File: src/inc/lmc_pkg.sv
package lmc_pkg;
  // ----------------------------------------
  // Timing
  // ----------------------------------------
  localparam int unsigned CLK_HZ          = 25_000_000;
  localparam int unsigned BLANK_MS        = 150;
  localparam int unsigned CLOSE_LIMIT_MS  = 1000;
  localparam int unsigned FILTER_US       = 100;
  localparam int unsigned BLANK_CYC       = (CLK_HZ / 1000) * BLANK_MS;
  localparam int unsigned CLOSE_LIMIT_CYC = (CLK_HZ / 1000) * CLOSE_LIMIT_MS;
  localparam int unsigned FILTER_CYC      = (CLK_HZ / 1_000_000) * FILTER_US;
  // ----------------------------------------
  // PWM
  // ----------------------------------------
  localparam int unsigned PWM_W        = 8;
  localparam logic [7:0]  DUTY_RESET   = 8'h80;
  localparam logic [7:0]  DUTY_MIN     = 8'h10;
  localparam logic [7:0]  DUTY_MAX     = 8'hFF;
  localparam int unsigned DUTY_STEP_US = 100;
  localparam int unsigned DUTY_STEP_CYC = (CLK_HZ / 1_000_000) * DUTY_STEP_US;
  // ----------------------------------------
  // Motor states
  // ----------------------------------------
  typedef enum logic [1:0] {
    LMC_IDLE  = 2'b00,
    LMC_BLANK = 2'b01,
    LMC_RUN   = 2'b11,
    LMC_STALL = 2'b10
  } lmc_state_t;
endpackage : lmc_pkg

File: src/inc/lmc_pwm_if.sv
`timescale 1ns/1ps
interface lmc_pwm_if;
  logic       enable;
  logic       volt_low;
  logic       volt_high;
  logic       pwm;
  logic [7:0] duty;
  modport ctrl (output enable, output volt_low, output volt_high, input pwm, input duty);
  modport gen  (input enable, input volt_low, input volt_high, output pwm, output duty);
endinterface : lmc_pwm_if

File: src/rtl/lmc_pwm.sv
`timescale 1ns/1ps
module lmc_pwm (
  // Clock and reset
  input  wire logic clk,
  input  wire logic rst_n,
  // Control
  lmc_pwm_if.gen    pif
);
  // ----------------------------------------
  // Duty adjust and carrier
  // ----------------------------------------
  logic [7:0]  duty_r, duty_nxt;
  logic [7:0]  cnt_r, cnt_nxt;
  logic [15:0] step_r, step_nxt;
  logic        pwm_r, pwm_nxt;
  logic        tick;

  assign tick = (step_r == 16'(lmc_pkg::DUTY_STEP_CYC - 1));

  always_comb begin
    step_nxt = tick ? 16'h0000 : step_r + 16'h0001;
    duty_nxt = duty_r;
    if (tick && pif.volt_low && duty_r != lmc_pkg::DUTY_MAX) begin
      duty_nxt = duty_r + 8'h01;
    end else if (tick && pif.volt_high && duty_r != lmc_pkg::DUTY_MIN) begin
      duty_nxt = duty_r - 8'h01;
    end
    cnt_nxt = cnt_r + 8'h01;
    pwm_nxt = pif.enable && (cnt_r < duty_r);
  end

  always_ff @(posedge clk) begin
    if (!rst_n) begin
      duty_r <= lmc_pkg::DUTY_RESET;
      cnt_r  <= 8'h00;
      step_r <= 16'h0000;
      pwm_r  <= 1'b0;
    end else begin
      duty_r <= duty_nxt;
      cnt_r  <= cnt_nxt;
      step_r <= step_nxt;
      pwm_r  <= pwm_nxt;
    end
  end

  assign pif.pwm  = pwm_r;
  assign pif.duty = duty_r;
endmodule : lmc_pwm

File: src/rtl/lmc_lock_motor_controller.sv
// Operation
// - Falling command edge selects open, rising edge selects close.
// - Either command edge, rising or falling, starts the motor.
// - Over-current ignored during blanking interval after each start.
// - After blanking, over-current stops the motor at once.
// - Over-current input is delay-filtered against spikes and noise.
// - Command change while running reverses direction.
// - Closing time runs from switch-on to current switch-off while closing.
// - Error output goes high when closing time is below the limit.
// - Error output stays high until next falling command edge.
// - PWM duty follows voltage-error integrator up and down signals.
`timescale 1ns/1ps
module lmc_lock_motor_controller #(
  parameter int unsigned BLANK_CYC       = lmc_pkg::BLANK_CYC,
  parameter int unsigned CLOSE_LIMIT_CYC = lmc_pkg::CLOSE_LIMIT_CYC,
  parameter int unsigned FILTER_CYC      = lmc_pkg::FILTER_CYC
) (
  // Clock and reset
  input  wire logic clk,
  input  wire logic rst_n,
  // Pins in
  input  wire logic lock_command_input,
  input  wire logic overcurrent_compare,
  input  wire logic volt_low,
  input  wire logic volt_high,
  // Bridge and status
  output logic      bridge_open,
  output logic      bridge_close,
  output logic      error_out,
  output logic      motor_on,
  output logic      direction_close
);
  if (BLANK_CYC < 1 || CLOSE_LIMIT_CYC < 1 || FILTER_CYC < 1 ||
      BLANK_CYC >= 2**26 || CLOSE_LIMIT_CYC >= 2**26 || FILTER_CYC >= 2**26) begin : g_bad_timing
    $error("timing parameter out of range");
  end

  // ----------------------------------------
  // Input synchronisers
  // ----------------------------------------
  logic [3:0] s1_r, s1_nxt, s2_r, s2_nxt;
  logic [1:0] prime_r, prime_nxt;
  logic       cmd_d_r, cmd_d_nxt;
  logic       cmd, oc_raw, vlo, vhi, rise, fall, primed;

  always_comb begin
    s1_nxt    = {volt_high, volt_low, overcurrent_compare, lock_command_input};
    s2_nxt    = s1_r;
    cmd_d_nxt = s2_r[0];
    prime_nxt = primed ? prime_r : prime_r + 2'h1;
  end

  always_ff @(posedge clk) begin
    if (!rst_n) begin
      s1_r    <= 4'h0;
      s2_r    <= 4'h0;
      cmd_d_r <= 1'b0;
      prime_r <= 2'h0;
    end else begin
      s1_r    <= s1_nxt;
      s2_r    <= s2_nxt;
      cmd_d_r <= cmd_d_nxt;
      prime_r <= prime_nxt;
    end
  end

  assign cmd    = s2_r[0];
  assign oc_raw = s2_r[1];
  assign vlo    = s2_r[2];
  assign vhi    = s2_r[3];
  // Edges armed once the synchronisers hold the pin level
  assign primed = (prime_r == 2'h3);
  assign rise   = primed && cmd && !cmd_d_r;
  assign fall   = primed && !cmd && cmd_d_r;

  // ----------------------------------------
  // Over-current filter
  // ----------------------------------------
  logic [25:0] flt_r, flt_nxt;
  logic        oc_r, oc_nxt;

  always_comb begin
    flt_nxt = flt_r;
    oc_nxt  = oc_r;
    if (oc_raw == oc_r) begin
      flt_nxt = 26'h0000000;
    end else if (flt_r == 26'(FILTER_CYC - 1)) begin
      flt_nxt = 26'h0000000;
      oc_nxt  = oc_raw;
    end else begin
      flt_nxt = flt_r + 26'h0000001;
    end
  end

  always_ff @(posedge clk) begin
    if (!rst_n) begin
      flt_r <= 26'h0000000;
      oc_r  <= 1'b0;
    end else begin
      flt_r <= flt_nxt;
      oc_r  <= oc_nxt;
    end
  end

  // ----------------------------------------
  // Motor sequencer
  // ----------------------------------------
  lmc_pkg::lmc_state_t st_r, st_nxt;
  logic [25:0] tmr_r, tmr_nxt;
  logic [25:0] run_r, run_nxt;
  logic        dir_r, dir_nxt;
  logic        err_r, err_nxt;
  logic        stop_oc;

  assign stop_oc = (st_r == lmc_pkg::LMC_RUN) && oc_r && !rise && !fall;

  always_comb begin
    st_nxt  = st_r;
    tmr_nxt = tmr_r;
    dir_nxt = dir_r;
    err_nxt = err_r;
    run_nxt = (st_r == lmc_pkg::LMC_IDLE || st_r == lmc_pkg::LMC_STALL) ? run_r
              : ((run_r == 26'h3FFFFFF) ? run_r : run_r + 26'h0000001);
    if (rise || fall) begin
      dir_nxt = rise;
      st_nxt  = lmc_pkg::LMC_BLANK;
      tmr_nxt = 26'h0000000;
      run_nxt = 26'h0000000;
      if (fall) begin
        err_nxt = 1'b0;
      end
    end else begin
      unique case (st_r)
        lmc_pkg::LMC_IDLE: begin
        end
        lmc_pkg::LMC_BLANK: begin
          if (tmr_r == 26'(BLANK_CYC - 1)) begin
            st_nxt = lmc_pkg::LMC_RUN;
          end else begin
            tmr_nxt = tmr_r + 26'h0000001;
          end
        end
        lmc_pkg::LMC_RUN: begin
          if (stop_oc) begin
            st_nxt = lmc_pkg::LMC_STALL;
            if (dir_r && run_r < 26'(CLOSE_LIMIT_CYC)) begin
              err_nxt = 1'b1;
            end
          end
        end
        lmc_pkg::LMC_STALL: begin
        end
      endcase
    end
  end

  always_ff @(posedge clk) begin
    if (!rst_n) begin
      st_r  <= lmc_pkg::LMC_IDLE;
      tmr_r <= 26'h0000000;
      run_r <= 26'h0000000;
      dir_r <= 1'b0;
      err_r <= 1'b0;
    end else begin
      st_r  <= st_nxt;
      tmr_r <= tmr_nxt;
      run_r <= run_nxt;
      dir_r <= dir_nxt;
      err_r <= err_nxt;
    end
  end

  // ----------------------------------------
  // PWM and outputs
  // ----------------------------------------
  lmc_pwm_if pif ();
  logic on;

  assign on            = (st_r == lmc_pkg::LMC_BLANK) || (st_r == lmc_pkg::LMC_RUN);
  assign pif.enable    = on;
  assign pif.volt_low  = vlo;
  assign pif.volt_high = vhi;

  lmc_pwm u_pwm (
    .clk   (clk),
    .rst_n (rst_n),
    .pif   (pif)
  );

  assign bridge_open     = pif.pwm && on && !dir_r;
  assign bridge_close    = pif.pwm && on && dir_r;
  assign error_out       = err_r;
  assign motor_on        = on;
  assign direction_close = dir_r;
endmodule : lmc_lock_motor_controller

File: config.mk
export PLATFORM = sky130hd
export DESIGN_NAME = lmc_lock_motor_controller
export DESIGN_NICKNAME = d
export VERILOG_FILES = /design/src/inc/lmc_pkg.sv /design/src/inc/lmc_pwm_if.sv /design/src/rtl/lmc_pwm.sv /design/src/rtl/lmc_lock_motor_controller.sv
export SDC_FILE = /design/constraint.sdc
export NUM_CORES = 1
export LEC_CHECK = 0
export ABC_CLOCK_PERIOD_IN_PS = 3740
export BUFFER_PORTS_ARGS = -buffer_cell sky130_fd_sc_hd__buf_2
export CORE_ASPECT_RATIO = 0.7
export CORE_UTILIZATION = 41
export CTS_BUF_LIST = sky130_fd_sc_hd__clkbuf_4 sky130_fd_sc_hd__clkbuf_8
export DETAILED_ROUTE_END_ITERATION = 12
export SLEW_MARGIN = 20
export SYNTH_ARGS = -nofsm -noshare
export SYNTH_HDL_FRONTEND = slang
export SYNTH_SLANG_ARGS = --single-unit
export TNS_END_PERCENT = 5
File: constraint.sdc
create_clock -name clk -period 3.74 [get_ports clk]
set_input_delay 0.374 -clock clk [delete_from_list [all_inputs] [get_ports clk]]
set_output_delay 0.374 -clock clk [all_outputs]
set_load 0.03 [all_outputs]
==> metrics.md <==
| Metric | Value |
|---|---|
| Status | `finished clean` |
| Placement Rows | `36` |
| Net count after synthesis | `slightly above 700` |
| Detailed-route vias per instance | `between 5 and 6` |
| H-tree depth | `4` |
| Post-CTS Setup Bufs | `0` |
| Synth top area share | `0.424` |
| Register-to-Register Path Depth | `11` |
| Crit Path Class | `register to register` |
| DR pass1 iterations | `4` |
| WL/cell | `approximately 12 µm` |
| PortBufs | `10` |
| #FFs+latches synth | `~130` |
| Worst EP required | `~4.1 ns` |
| CTS root buf | `clkbuf_8` |
| Placed Cells | `about 880` |
| Final slew viol count | `0` |
| IO Count | `11` |
| Vias in the first global route | `4415` |
| Iter 0 DRT Violations | `approximately 230` |
| Initial core utilization | `0.425` |
| Synthesis-to-finish area growth | `11.4%` |
| Synth cell types | `45` |
| Setup slack, reg-to-reg | `~0.56 ns` |
| Pwr dens | `between 400 and 500 mW/mm²` |
| Synth Warn # | `0` |
| Sequential Area | `roughly 0.0025 mm²` |
| Final Cycle Share | `0.851` |
| Share of post-route cells with drive strength above 1 | `0.0772` |
| Clock slew at reported path FFs | `0.08 ns` |
| Post-Syn Area | `approximately 0.006 mm²` |
| Post-synth top area cell | `dfxtp_1` |
| Arr. time, crit path | `3.51 ns` |
| Diode count | `0` |
| Core ar. | `0.0141 mm²` |
| Num CTS Buffers | `17` |
| Synth area leaders | `dfxtp_1 42%, xnor2_1 8.0%, nor2_1 6.6%` |
| ANT nets after route | `0` |
| Via Count | `~4700` |
| # hold bufs at CTS | `0` |
| CP startpoint kind | `register` |
| DRC | `0` |
| Commonest cells after routing, fill and taps aside | `127 x dfxtp_1, 105 x nor2_1, 55 x xnor2_1` |
| Initial antenna violation count | `0` |
| Largest net degree at the start of global routing | `39` |
| Hold crit path type | `input pin to register` |
| CTS Buffer Depth | `2` |
| Die ar. | `0.0151 mm²` |
| Commonest non-fill, non-tap cell in the layout | `dfxtp_1` |
| Global-route wire length before repair | `20.1 mm` |
| Syn_area_per_cell | `~8.6 µm²` |
| Routability cong. | `approximately 0.84` |
| Area post-placement | `a little over 0.006 mm²` |
| Grt ovf | `0` |
| FILL cells | `1340` |
| Pleak | `around 0.0023 µW` |
| Relative slew slack | `0.350` |
| Setup violators final | `0` |
| Fmax | `0.314 GHz` |
| Total Routing Usage GR | `0.165` |
| Max-Cap Viols | `0` |
| Max VDD drop | `about 0.22 mV` |
| Post-cts sizing count | `0` |
| Crit Path Max Fanout | `7` |
| Post-synth EDFFs | `0` |
| Die width | `~150 µm` |
| Post-synth top flop | `dfxtp_1` |
| CP endpoint kind | `register` |
| Clock sinks | `127` |
| Mapped Cells | `699` |
| Clock latency at the later pin of the worst-skew pair | `about 0.44 ns` |
| Clock skew | `0.0140 ns` |
| Fin. Hold Viols | `0` |
| Setup TNS | `0 ns` |
| CTS tree | `built` |
| Area of the multi-input gates | `0.00328 mm²` |
| Seq/Total Area, Yosys | `0.424` |
| Tot Pwr | `roughly 2800 µW` |
| Worst hold path cell count | `2` |
| Die Ht | `between 100 and 150 µm` |
| Post-synth ARST share | `0` |
| Fin nets | `738` |
| DP Wirelength | `around 7.9 mm` |
| Post-route cell area | `0.00667 mm²` |
| Non-filler cells, final | `roughly 920` |
| RSZ-0062 raised after global routing | `no` |
| Worst Tran Pin Value | `roughly 0.97 ns` |
| Final wirelength | `11.4 mm` |
| Fin crit period | `about 3.2 ns` |
[path summary, 6_finish.rpt]
check | endpoint | start
max | u_pwm.pif.duty[7]$_SDFFE_PN1P_ | u_pwm.step_r[11]$_SDFF_PP0_
min | s1_r[3]$_SDFF_PN0_ | volt_high
max reg2reg | u_pwm.pif.duty[7]$_SDFFE_PN1P_ | u_pwm.step_r[11]$_SDFF_PP0_
min reg2reg | s2_r[2]$_SDFF_PN0_ | s1_r[2]$_SDFF_PN0_
[sequential cells by signal, summed over array words and instances, names as in the netlist, 2 cells and up]
name and cells:
tmr_r 26, s2_r 4, u_pwm.pif.duty 8, s1_r 4
st_r 2, u_pwm.step_r 16, prime_r 2, flt_r 26
u_pwm.cnt_r 8, run_r 26
[critical path: stages (launching register included)]
cell and delay (ns):
dfxtp_1 0.42, nand4bb_1 0.13, nor4_1 0.25, nand4_1 0.16, or2_2 0.41, ha_1 0.30
a21oi_1 0.22, o2111ai_1 0.23, a21o_1 0.23, a21oi_1 0.17, mux2i_1 0.22, mux2_2 0.34
[routing by layer]
layer | track usage | up-vias | routed length (µm)
li1 | - | 2434 | -
met1 | 0.208 | 2200 | 5870
met2 | 0.273 | 34 | 5050
met3 | 0.0389 | 16 | 291
met4 | 0.0737 | 0 | 160
met5 | 0 | - | 0
[layout make-up]
cell class	count	area share
clock buffers	19	0.0382
clock inverters	13	0.0281
inverters	24	0.0135
multi-input cells	528	0.492
flip-flops and latches	127	0.381
well taps	190	0.0356
repair buffers	14	0.0120
[metrics by stage]
stage                     utilization  setup WS (ns)  hold WS, ns
after floorplan                     -          0.886        0.412
after global placement          0.442          0.658        0.413
after detailed placement        0.442          0.576        0.424
after CTS                       0.473          0.547        0.108
after global routing            0.473          0.291        0.117
final                           0.473          0.558        0.135
[where the power goes]
group / switching (µW) / internal (µW)
clock: 559 / 753
combinational: 43.6 / 29.2
sequential: 14.6 / 1370
total: 617 / 2150
[kinds of logic (layout without fill, tap and decap cells)]
kind of cell / Yosys count / in the layout / synth area share
DFF: 127 / 127 / 0.424
and+or+nand+nor: 348 / 348 / 0.300
xor gates and xnor gates: 87 / 87 / 0.127
adders and majority gates: 20 / 20 / 0.0430
AOI/OAI and AO/OA: 61 / 61 / 0.0570
buffers and inverters: 44 / 70 / 0.0284
muxes: 12 / 12 / 0.0203
[cells in the mapped netlist, types with 2 or more instances]
| master | count |
|---|---|
| or2_2 | 4 |
| nand2b_1 | 2 |
| nor4_1 | 18 |
| nor3_1 | 22 |
| dfxtp_1 | 127 |
| nand2_1 | 43 |
| nand3_1 | 37 |
| nand4bb_1 | 2 |
| or3_1 | 15 |
| ha_1 | 19 |
| nor2_1 | 105 |
| and2_1 | 22 |
| nor3b_1 | 2 |
| mux2i_1 | 11 |
| xor2_1 | 32 |
| o21ai_0 | 25 |
| nor4b_1 | 2 |
| nand4_1 | 25 |
| a21oi_1 | 23 |
| o2111ai_1 | 3 |
| o211ai_1 | 3 |
| o21ai_1 | 2 |
| or4_1 | 5 |
| and3_1 | 17 |
| clkbuf_1 | 18 |
| xnor2_1 | 55 |
| nor2b_1 | 15 |
| and4_1 | 5 |
| inv_1 | 24 |
Power figures use the tool's default switching activity.
